===== src/common/dfs_pkg.sv =====
// constants for the dark readout and flash strobe block
// assumes one pixel-rate clock and a plain strobe register port
package dfs_pkg;
    localparam logic [7:0] SHIELD_CTRL_ADDR = 8'h22;
    localparam logic [7:0] STROBE_CTRL_ADDR = 8'h23;
    localparam logic [7:0] IRQ_STAT_ADDR = 8'h30;
    localparam logic [7:0] IRQ_MASK_ADDR = 8'h31;
    // shield readout control fields
    localparam int SH_WIDE_BIT = 10;
    localparam int SH_SHOW_COL_BIT = 9;
    localparam int SH_READ_COL_BIT = 8;
    localparam int SH_SHOW_ROW_BIT = 7;
    localparam int SH_START_LSB = 4;
    localparam int SH_ROW_EN_BIT = 3;
    localparam int SH_NUM_LSB = 0;
    // strobe control fields
    localparam int ST_PIN_BIT = 15;
    localparam int ST_TRIG_BIT = 14;
    localparam int ST_XENON_BIT = 13;
    localparam int ST_DELAY_LSB = 11;
    localparam int ST_AFTER_RESET_BIT = 10;
    localparam int ST_EVERY_BIT = 9;
    localparam int ST_HELD_BIT = 8;
    localparam int ST_COUNT_LSB = 0;
    // reset values and writable bits
    localparam logic [15:0] SHIELD_CTRL_RST = 16'h010F;
    localparam logic [15:0] SHIELD_WR_MASK = 16'h07FF;
    localparam logic [15:0] STROBE_CTRL_RST = 16'h0608;
    localparam logic [15:0] STROBE_WR_MASK = 16'h3FFF;
    localparam logic [2:0] IRQ_MASK_RST = 3'h0;
    // interrupt status bits
    localparam int IRQ_RISE_BIT = 0;
    localparam int IRQ_FALL_BIT = 1;
    localparam int IRQ_FRAME_BIT = 2;
    // counts
    localparam logic [5:0] COLS_NARROW = 6'h14;
    localparam logic [5:0] COLS_WIDE = 6'h24;
    localparam logic [5:0] COLS_BINNED = 6'h28;
    localparam logic [5:0] COL_GAP = 6'h02;
    localparam logic [3:0] ROW_GUARD = 4'h4;
    localparam logic [17:0] XENON_STEP_CYCLES = 18'h00400;
    localparam logic [7:0] XENON_COUNT_MAX = 8'hFF;
    typedef enum logic [1:0] {STB_IDLE, STB_XENON, STB_HELD} dfs_stb_t;
endpackage : dfs_pkg


===== src/hw/dfs_top.sv =====
// dark column/row readout sequencing and flash strobe control
// assumes frame and row events come from core logic on the same clock
`timescale 1ns/10ps
module dfs_top #(
    parameter logic [11:0] ACTIVE_COLS = 12'h640,
    parameter logic [11:0] HBLANK = 12'h1C2,
    parameter logic [11:0] ACTIVE_ROWS = 12'h4B0,
    parameter logic [11:0] BASE_MIN_HBLANK = 12'h050
) (
    input wire logic REF_CLK_IN,
    input wire logic RSTN_IN,
    input wire logic CE_IN,
    input wire logic [7:0] REG_ADDR_IN,
    input wire logic [15:0] REG_WDATA_IN,
    input wire logic REG_WR_IN,
    input wire logic REG_RD_IN,
    output logic [15:0] REG_RDATA_OUT,
    input wire logic BINNING_IN,
    input wire logic FRAME_START_IN,
    input wire logic RESET_END_IN,
    input wire logic ROW_START_IN,
    input wire logic READOUT_END_IN,
    input wire logic VBLANK_IN,
    output logic LINE_VALID_OUT,
    output logic FRAME_VALID_OUT,
    output logic SHIELD_COL_OUT,
    output logic NOISE_COL_OUT,
    output logic DARK_ROW_OUT,
    output logic [3:0] DARK_ROW_ADDR_OUT,
    output logic [11:0] MIN_HBLANK_OUT,
    output logic ONE_FRAME_INTEG_OUT,
    output logic STROBE_OUT,
    output logic IRQ_OUT
);
    import dfs_pkg::*;

    function automatic logic [5:0] shield_cols(input logic binned, input logic wide);
        shield_cols = binned ? COLS_BINNED : (wide ? COLS_WIDE : COLS_NARROW);
    endfunction : shield_cols

    logic [15:0] shield_q;
    logic [13:0] cfg_q;
    logic [2:0] stat_q;
    logic [2:0] mask_q;
    logic irq_q;
    logic [15:0] rdata_q;
    logic [11:0] col_q;
    logic [11:0] row_q;
    logic row_dark_q;
    logic row_act_q;
    logic lv_q;
    logic fv_q;
    logic shield_col_q;
    logic noise_q;
    logic [3:0] row_addr_q;
    logic [11:0] min_hb_q;
    logic integ_q;
    dfs_stb_t st_q;
    dfs_stb_t st_d;
    logic [1:0] delay_q;
    logic done_q;
    logic [17:0] pulse_q;
    logic strobe_q;
    logic trig_q;

    // register decode
    wire wr_shield = CE_IN & REG_WR_IN & (REG_ADDR_IN == SHIELD_CTRL_ADDR);
    wire wr_strobe = CE_IN & REG_WR_IN & (REG_ADDR_IN == STROBE_CTRL_ADDR);
    wire wr_mask = CE_IN & REG_WR_IN & (REG_ADDR_IN == IRQ_MASK_ADDR);
    wire rd_stat = CE_IN & REG_RD_IN & (REG_ADDR_IN == IRQ_STAT_ADDR);
    wire [15:0] shield_rd = shield_q & SHIELD_WR_MASK;
    wire [15:0] strobe_rd = {strobe_q, trig_q, cfg_q};
    wire [15:0] rdata_d = !(CE_IN & REG_RD_IN) ? 16'h0000 :
        (REG_ADDR_IN == SHIELD_CTRL_ADDR) ? shield_rd :
        (REG_ADDR_IN == STROBE_CTRL_ADDR) ? strobe_rd :
        (REG_ADDR_IN == IRQ_STAT_ADDR) ? {13'h0000, stat_q} :
        (REG_ADDR_IN == IRQ_MASK_ADDR) ? {13'h0000, mask_q} : 16'h0000;

    // configuration fields
    wire sh_wide = shield_q[SH_WIDE_BIT];
    wire show_col = shield_q[SH_SHOW_COL_BIT];
    wire read_col = shield_q[SH_READ_COL_BIT];
    wire show_row = shield_q[SH_SHOW_ROW_BIT];
    wire [2:0] row_start = shield_q[SH_START_LSB +: 3];
    wire row_en = shield_q[SH_ROW_EN_BIT];
    wire [2:0] row_num = shield_q[SH_NUM_LSB +: 3];
    wire xen_en = cfg_q[ST_XENON_BIT];
    wire [1:0] cfg_delay = cfg_q[ST_DELAY_LSB +: 2];
    wire after_reset = cfg_q[ST_AFTER_RESET_BIT];
    wire every = cfg_q[ST_EVERY_BIT];
    wire held_en = cfg_q[ST_HELD_BIT];
    wire [7:0] xen_count = cfg_q[ST_COUNT_LSB +: 8];

    // column windows within a row
    wire [5:0] cols_w = shield_cols(BINNING_IN, sh_wide);
    wire [11:0] lead_w = 12'(cols_w + COL_GAP);
    wire [11:0] act_start = HBLANK;
    wire [11:0] act_end = 12'(HBLANK + ACTIVE_COLS);
    wire [11:0] lv_start = show_col ? 12'(HBLANK - lead_w) : act_start;
    wire [11:0] shield_end = 12'(HBLANK - 12'(COL_GAP));
    wire [11:0] noise_start = 12'(HBLANK - 12'(cols_w));
    wire row_vis = row_act_q | (row_dark_q & show_row);
    wire row_any = row_act_q | row_dark_q;
    wire lv_d = row_vis & (col_q >= lv_start) & (col_q < act_end);
    wire shield_d = row_vis & show_col & (col_q >= lv_start) & (col_q < shield_end);
    wire noise_d = row_any & read_col & (col_q >= noise_start) & (col_q < act_start);
    wire [11:0] min_hb_d = read_col ? 12'(BASE_MIN_HBLANK + 12'(cols_w)) : BASE_MIN_HBLANK;

    // row classification
    wire [11:0] dark_n = row_en ? 12'({1'b0, row_num} + 4'h1) : 12'h000;
    wire row_dark_d = row_q < dark_n;
    wire row_act_d = !row_dark_d & (row_q < 12'(dark_n + ACTIVE_ROWS));
    wire [3:0] row_addr_d = 4'({1'b0, row_start} + ROW_GUARD + row_q[3:0]);

    // strobe sequencing
    wire fire_ok = (delay_q == 2'h0) & !done_q;
    wire xen_trig = after_reset ? RESET_END_IN : READOUT_END_IN;
    wire [17:0] pulse_len = 18'(xen_count) * XENON_STEP_CYCLES;
    wire xen_cut = (xen_count == XENON_COUNT_MAX) & ROW_START_IN;
    wire xen_end = (pulse_q == 18'h00001) | xen_cut | !VBLANK_IN;
    wire xen_go = xen_en & fire_ok & xen_trig & VBLANK_IN & (xen_count != 8'h00);
    wire held_go = held_en & fire_ok & FRAME_START_IN;

    always_comb begin
        st_d = st_q;
        unique case (st_q)
            STB_IDLE: begin
                if (held_go) begin
                    st_d = STB_HELD;
                end else if (xen_go) begin
                    st_d = STB_XENON;
                end
            end
            STB_XENON: begin
                if (xen_end) begin
                    st_d = STB_IDLE;
                end
            end
            STB_HELD: begin
                if (READOUT_END_IN) begin
                    st_d = STB_IDLE;
                end
            end
        endcase
        if ((st_q == STB_XENON && !xen_en) || (st_q == STB_HELD && !held_en)) begin
            st_d = STB_IDLE;
        end
    end

    wire strobe_d = (st_d != STB_IDLE);
    wire strobe_rise = strobe_d & !strobe_q;
    wire strobe_fall = !strobe_d & strobe_q;
    wire [2:0] ev = {FRAME_START_IN, strobe_fall, strobe_rise};
    wire [2:0] stat_d = (rd_stat ? 3'h0 : stat_q) | ev;

    // register file
    always_ff @(posedge REF_CLK_IN or negedge RSTN_IN) begin
        if (!RSTN_IN) begin
            shield_q <= SHIELD_CTRL_RST;
            cfg_q <= STROBE_CTRL_RST[13:0];
            mask_q <= IRQ_MASK_RST;
            stat_q <= 3'h0;
            irq_q <= 1'b0;
            rdata_q <= 16'h0000;
        end else if (CE_IN) begin
            if (wr_shield) begin
                shield_q <= REG_WDATA_IN & SHIELD_WR_MASK;
            end
            if (wr_strobe) begin
                cfg_q <= REG_WDATA_IN[13:0];
            end
            if (wr_mask) begin
                mask_q <= REG_WDATA_IN[2:0];
            end
            stat_q <= stat_d;
            irq_q <= |(stat_d & mask_q);
            rdata_q <= rdata_d;
        end
    end

    // line and frame qualifiers
    always_ff @(posedge REF_CLK_IN or negedge RSTN_IN) begin
        if (!RSTN_IN) begin
            col_q <= 12'h000;
            row_q <= 12'h000;
            row_dark_q <= 1'b0;
            row_act_q <= 1'b0;
            row_addr_q <= 4'h0;
        end else if (CE_IN) begin
            if (ROW_START_IN) begin
                col_q <= 12'h000;
            end else if (col_q != 12'hFFF) begin
                col_q <= 12'(col_q + 12'h001);
            end
            if (FRAME_START_IN) begin
                row_q <= 12'h000;
            end else if (ROW_START_IN && row_q != 12'hFFF) begin
                row_q <= 12'(row_q + 12'h001);
            end
            if (READOUT_END_IN || FRAME_START_IN) begin
                row_dark_q <= 1'b0;
                row_act_q <= 1'b0;
            end else if (ROW_START_IN) begin
                row_dark_q <= row_dark_d;
                row_act_q <= row_act_d;
                row_addr_q <= row_addr_d;
            end
        end
    end

    always_ff @(posedge REF_CLK_IN or negedge RSTN_IN) begin
        if (!RSTN_IN) begin
            lv_q <= 1'b0;
            fv_q <= 1'b0;
            shield_col_q <= 1'b0;
            noise_q <= 1'b0;
            min_hb_q <= 12'h000;
            integ_q <= 1'b0;
        end else if (CE_IN) begin
            lv_q <= lv_d;
            fv_q <= row_vis;
            shield_col_q <= shield_d;
            noise_q <= noise_d;
            min_hb_q <= min_hb_d;
            integ_q <= xen_en;
        end
    end

    // strobe state
    always_ff @(posedge REF_CLK_IN or negedge RSTN_IN) begin
        if (!RSTN_IN) begin
            st_q <= STB_IDLE;
            strobe_q <= 1'b0;
            trig_q <= 1'b0;
            pulse_q <= 18'h00000;
            delay_q <= STROBE_CTRL_RST[ST_DELAY_LSB +: 2];
            done_q <= 1'b0;
        end else if (CE_IN) begin
            st_q <= st_d;
            strobe_q <= strobe_d;
            trig_q <= strobe_rise | (trig_q & !FRAME_START_IN);
            if (st_q == STB_IDLE && st_d == STB_XENON) begin
                pulse_q <= pulse_len;
            end else if (pulse_q != 18'h00000) begin
                pulse_q <= 18'(pulse_q - 18'h00001);
            end
            if (wr_strobe) begin
                delay_q <= REG_WDATA_IN[ST_DELAY_LSB +: 2];
            end else if (FRAME_START_IN && delay_q != 2'h0 && st_q == STB_IDLE) begin
                delay_q <= 2'(delay_q - 2'h1);
            end
            // a pulse ending beside a rewrite still spends the single shot
            if (strobe_fall && !every) begin
                done_q <= 1'b1;
            end else if (wr_strobe) begin
                done_q <= 1'b0;
            end
        end
    end

    assign REG_RDATA_OUT = rdata_q;
    assign LINE_VALID_OUT = lv_q;
    assign FRAME_VALID_OUT = fv_q;
    assign SHIELD_COL_OUT = shield_col_q;
    assign NOISE_COL_OUT = noise_q;
    assign DARK_ROW_OUT = row_dark_q;
    assign DARK_ROW_ADDR_OUT = row_addr_q;
    assign MIN_HBLANK_OUT = min_hb_q;
    assign ONE_FRAME_INTEG_OUT = integ_q;
    assign STROBE_OUT = strobe_q;
    assign IRQ_OUT = irq_q;

    logic [17:0] xen_len_q;
    always_ff @(posedge REF_CLK_IN or negedge RSTN_IN) begin
        if (!RSTN_IN) begin
            xen_len_q <= 18'h00000;
        end else if (CE_IN) begin
            xen_len_q <= (st_q == STB_XENON) ? 18'(xen_len_q + 18'h00001) : 18'h00000;
        end
    end
endmodule : dfs_top


===== config.mk =====
export PLATFORM = sky130hd
export DESIGN_NAME = dfs_top
export DESIGN_NICKNAME = d
export VERILOG_FILES = /design/src/common/dfs_pkg.sv /design/src/hw/dfs_top.sv
export SDC_FILE = /design/constraint.sdc
export NUM_CORES = 1
export LEC_CHECK = 0
export ABC_CLOCK_PERIOD_IN_PS = 3400
export BUFFER_PORTS_ARGS = -buffer_cell sky130_fd_sc_hd__buf_2
export CAP_MARGIN = 20
export CORE_AREA = 8 8 136 107
export CTS_BUF_LIST = sky130_fd_sc_hd__clkbuf_4 sky130_fd_sc_hd__clkbuf_8 sky130_fd_sc_hd__clkbuf_16
export DETAILED_ROUTE_END_ITERATION = 6
export DIE_AREA = 0 0 144 115
export PLACE_DENSITY = 0.72
export SYNTH_ARGS = -nofsm -noshare
export SYNTH_HDL_FRONTEND = slang
export SYNTH_SLANG_ARGS = --single-unit

===== constraint.sdc =====
create_clock -name REF_CLK_IN -period 3.4 [get_ports REF_CLK_IN]
set_clock_uncertainty 0.2 [all_clocks]
set_input_delay 0.68 -clock REF_CLK_IN [delete_from_list [all_inputs] [get_ports REF_CLK_IN]]
set_output_delay 0.68 -clock REF_CLK_IN [all_outputs]
set_load 0.005 [all_outputs]

==> results.yml, run 1 <==
worst_setup_path:
  required_ns: 3.50
  crit_path_max_fanout: 18
  endpoint_kind: "register"
  start_kind: "register"
  path_class: "register to register"
  crit_arrival_ns: 3.03
synth:
  synthMostInstantiatedCell: "dfrtp_1"
  synthDistinctLibCells: 64
  yosysSeqAreaShare_pct: 47.5
  ys_seq_elements: 114
  yosys-top-cells-area: "dfrtp_1 (44%), ha_1 (5.6%), mux2_2 (3.9%)"
  netlist.area_leader.share_pct: 44.0
  yosys_warnings: 0
  synthFlopType: "dfrtp_1"
  syn_inst: 596
  synth_area_leader_cell: "dfrtp_1"
  yosys-top-cells-count: "dfrtp_1 (106), nand2_1 (54), nor2_1 (52), inv_1 (37), o21ai_0 (32)"
  mappedNetlistArea_um2: 6020
  synth_edf_count: 0
  avgSynthCellArea_um2: 10.1
  async_flop_share_pct: 100
global_routing:
  antenna_found_initial: 0
  grt_usage_pct: 19.2
  grt_pass1_vias: 4806
  grt_max_degree: 60
  overflow: 0
  grt_pass1_wl_um: 24600
clock_network:
  numClockSinks: 114
  clk_pin_slew_worst_paths_ns: 0.05
  clkLatencyLatePin_ns: 0.42
  cts.path.max_buffers: 2
  cts_max_level: 4
  postCtsSetupBuffers: 0
  cts_tree: "done"
  cts_resized: 0
  cts_root_buffer: "clkbuf_16"
  cts_buffers: 17
  cts_hold_buf: 0
die:
  die_h_um: 115
  fp.dieArea_um2: 16600
  start_util_pct: 48.3
  boundaryPins: 75
  die_w_um: 144
  coreArea_um2: 12500
  fp-row-count: 36
timing:
  hold_viol_final: 3
  whs_ns: -0.000367
  period_share_pct: 86.0
  tightest_slew_ns: 0.630
  relSlewSlack_pct: 57.6
  tns_ns: 0
  setup_ws_ns: 0.475
  fmax_mhz: 342
  finalSetupViolCount: 0
  rsz0062_at_grt: "false"
  drv_slew: 0
  fin_crit_ns: 2.92
min_path:
  hp-class: "input port to async pin"
run:
  max_cap_violations: 0
drt:
  wl_per_cell_um: 18.1
  drt_drc_violations_left: 0
  num_vias: 4892
  routed_via_density: 5.74
  drtPass1Iterations: 5
  ant_nets: 0
  totalWireLength_um: 15400
  first_iter_violations: 393
finish:
  layout-drive-gt1-share_pct: 21.6
  n_fill_cell: 1079
  num_antenna_cells: 0
  fin_nets: 732
  finalCoreUtilization_pct: 57.3
  multi_input_area_um2: 2890
  final-seq-area_um2: 2860
  area_growth_pct: 18.8
placed_design:
  portBuffers: 66
  dp_hpwl_um: 10900
  gp_congestion: 0.894
  dp_slack_ns: 0.434
run_status:
  violations: "negative hold slack"
  status: "finished, violations left"
power_and_ir_drop:
  leakage_nw: 3.37
  power.total_mw: 4.36
  power_per_cell_area_nw_per_um2: 610
  vdd.ir_drop.worst_mv: 0.457
## critical path, cell delays in order (launching register included)
cell and delay (ns):
dfrtp_1 0.38, inv_1 0.15, ha_1 0.32, a41oi_1 0.30, a21o_1 0.16, o311a_1 0.20
and3_1 0.59, o21ai_0 0.19, a221o_1 0.31
## kinds of logic after synthesis
logic type	share of synthesized area (%)
flops	47.5
mux	6.09
buf+inv	4.76
xor+xnor	3.93
simple gates	16.8
other cells	0.0623
compound gates	14.9
fa+ha+maj	5.94
## metrics by stage
stage | cells | instance area (um^2)
floorplan | 601 | 6040
CTS | 852 | 7150
global route | 852 | 7150
global placement | 821 | 6540
finish | 852 | 7150
detailed placement | 821 | 6540
## layout by cell type, fill, tap and decap left out, types with 11 or more instances in the layout
master / instances
nand4_1: 11
ha_1: 27
nand3_1: 17
clkbuf_16: 17
mux2_2: 21
dfrtp_1: 106
buf_2: 65
inv_1: 37
nand2_1: 54
o21ai_0: 32
mux2i_1: 13
buf_4: 11
nor3_1: 12
nor2_1: 52
xnor2_1: 19
a21oi_1: 17
o2bb2ai_1: 15
## flip-flops by register name (all words and copies together), names as in the netlist, 2 cells and up
signal             count
pulse_q               18
REG_RDATA_OUT         16
cfg_q                 14
col_q                 12
row_q                 12
shield_q              11
MIN_HBLANK_OUT         6
DARK_ROW_ADDR_OUT      4
mask_q                 3
stat_q                 3
delay_q                2
st_q                   2
## path summary, 6_finish.rpt
| path | cells past startpoint | slack (ns) | endpoint | startpoint |
|---|---|---|---|---|
| worst max-delay path | 8 | 0.48 | pulse_q[10] | st_q[1] |
| worst max register to register | 8 | 0.48 | pulse_q[10] | st_q[1] |
| max in group asynchronous | 2 | 2.23 | shield_q[3] | RSTN_IN |
| min in group REF_CLK_IN | 1 | 0.26 | MIN_HBLANK_OUT[6] | MIN_HBLANK_OUT[6] |
| worst min-delay path | 1 | -0.0004 | row_q[7] | RSTN_IN |
| worst min register to register | 1 | 0.26 | MIN_HBLANK_OUT[6] | MIN_HBLANK_OUT[6] |
## routing by layer
metal  GRT usage [%]  vias up  routed length, um
li1                -     2288                  -
met1            26.3     2426               7210
met2            28.9      161               6880
met3            4.85       17               1100
met4            7.06        0                183
met5               0        -                  0
## where the power goes
part           internal [mW]  switching, mW
Combinational          0.333          0.433
Clock                   1.23          0.617
Sequential              1.54          0.208
Total                   3.10           1.26
## layout make-up
type                    instances  share of cell area, %
clock buffers                  22                   6.82
clock inverters                 9                   1.80
inverters                      37                   1.94
multi-input cells             422                   40.4
flip-flops and latches        114                   40.0
well taps                     171                   2.99
repair buffers                 77                   5.98
No activity file was read; power rests on OpenSTA's default activity.
==> run 2: changes to the inputs <==
- ABC_CLOCK_PERIOD_IN_PS: 3400 -> 3150
- CTS_CLUSTER_DIAMETER: default -> 200
- RECOVER_POWER: default -> 25
- clock period: 3.4 -> 3.15 ns (I/O delays scaled with it)
==> run 2 against run 1 <==
Compared with the run above:
- the run now ends clean
- utilization barely moved
- clock-buffer cell count decreased by 1
- sequential share of layout area barely moved
- final area about the same
- critical path depth fell by 1
- global-route usage increased by 0.31 points
- sequential power up 8%
- fmax up 1.4%
- clock power increased by 10%
- flip-flop and latch count is the same
==> results.yml, run 2 (synthesized netlist as in run 1, its figures left out) <==
placed_design:
  portBuffers: 66
  post_dp_cell_area_um2: 6540
  gp_congestion: 0.899
  dp_hpwl_um: 11000
timing:
  relSlewSlack_pct: 17.0
  fmax_mhz: 347
  period_share_pct: 91.6
  finalSetupViolCount: 0
  hold_viol_final: 0
  fin_crit_ns: 2.88
  rsz0062_at_grt: "false"
  tns_ns: 0
  drv_slew: 0
  tightest_slew_ns: 1.25
die:
  start_util_pct: 48.3
  boundaryPins: 75
  coreArea_um2: 12500
  fp.dieArea_um2: 16600
  fp-row-count: 36
  die_w_um: 144
  die_h_um: 115
global_routing:
  grt_pass1_vias: 4940
  grt_pass1_wl_um: 25200
  grt_max_degree: 51
  grt_usage_pct: 19.5
  antenna_found_initial: 0
  overflow: 0
finish:
  layout-drive-gt1-share_pct: 21.8
  largest_reg_flops: 18
  fin_nets: 733
  final_common_cell: "dfrtp_1"
  top_register: "pulse_q"
  layout.cell_area.non_filler_um2: 7160
  finalCoreUtilization_pct: 57.4
  num_antenna_cells: 0
  final_cell_mix: "dfrtp_1 (106), buf_2 (65), nand2_1 (54), nor2_1 (52), inv_1 (37)"
  area_growth_pct: 18.8
drt:
  routed_via_density: 5.76
  drtPass1Iterations: 5
  drt_drc_violations_left: 0
  ant_nets: 0
  num_vias: 4916
  wl_per_cell_um: 17.8
  first_iter_violations: 375
  totalWireLength_um: 15200
min_path:
  hp-class: "input port to register"
clock_network:
  cts_hold_buf: 0
  cts.path.max_buffers: 2
  clk_pin_slew_worst_paths_ns: 0.05
  cts_tree: "done"
  clkLatencyLatePin_ns: 0.42
  cts_max_level: 4
  cts_resized: 0
  cts_root_buffer: "clkbuf_16"
  numClockSinks: 114
  cts_buffers: 17
  postCtsSetupBuffers: 0
worst_setup_path:
  crit_chain: "nor4_2, and4_1, a211oi_1, o311a_1, and3_1, and2_4, a221o_1"
  crit_arrival_ns: 2.99
  max_stage_delay_ns: 0.45
  start_kind: "register"
  slowest_stage: "dfrtp_1"
  required_ns: 3.25
  crit_path_max_fanout: 18
  path_class: "register to register"
  endpoint_kind: "register"
power_and_ir_drop:
  leakage_nw: 3.39
  vdd.ir_drop.worst_mv: 0.437
  power_per_cell_area_nw_per_um2: 664
run:
  max_cap_violations: 0
run_status:
  status: "completed"
run 2: cell types whose count changed in the layout (fill, tap and decap cells not counted):
cell	previous run	this run
clkbuf_2	0	2
buf_12	1	0
clkbuf_4	1	2
clkinvlp_4	2	1
clkbuf_8	4	2
bufinv_16	3	4
clkinv_2	3	5
run 2: cell type report:
cell class / instances / area, um^2
clock inverter: 11 / 161
multi-input combinational: 422 / 2890
inverter: 37 / 139
clock buffer: 21 / 468
sequential: 114 / 2860
fill: 1060 / 5320
tap: 171 / 214
timing repair buffer: 78 / 418
run 2: worst max-delay path: cells and delay by family (launching register included):
kind | cells | cell delay (ns)
AOI/OAI and AO/OA | 3 | 0.77
DFF | 1 | 0.45
and+or+nand+nor | 4 | 1.36
run 2: worst paths after layout:
path	from	endpoint	slack [ns]	cells after the start
hold reg to reg	MIN_HBLANK_OUT[6]	MIN_HBLANK_OUT[6]	0.26	1
max in group asynchronous	RSTN_IN	pulse_q[12]	0.64	2
setup / recovery	pulse_q[14]	pulse_q[10]	0.27	7
hold / removal	REG_WDATA_IN[13]	cfg_q[13]	0.25	2
setup reg to reg	pulse_q[14]	pulse_q[10]	0.27	7
min in group asynchronous	RSTN_IN	col_q[2]	0.26	1
run 2: where the power goes:
group | switching [mW] | internal (mW)
clock network | 0.671 | 1.37
registers | 0.225 | 1.66
logic | 0.460 | 0.356
run 2: metal layers:
metal | track usage (%) | wire length, um | share of wire [%] | up-vias
li1 | - | - | - | 2293
met1 | 26.0 | 7020 | 46 | 2412
met2 | 29.5 | 6630 | 44 | 184
met3 | 7.01 | 1390 | 9.1 | 27
met4 | 5.38 | 177 | 1.2 | 0
met5 | 0 | 0 | 0 | -
run 2: per-stage QoR:
| stage | setup slack [ns] | instances | power, mW | hold WS (ns) |
|---|---|---|---|---|
| 5_1_grt | 0.103 | 854 | 4.99 | 0.236 |
| 4_1_cts | 0.285 | 854 | 4.78 | 0.0500 |
| 6_report | 0.266 | 854 | 4.75 | 0.245 |
| 3_3_place_gp | 0.271 | 822 | 2.66 | 0.251 |
| 2_1_floorplan | 0.328 | 601 | 2.42 | 0.134 |
| 3_5_place_dp | 0.218 | 822 | 2.72 | 0.254 |
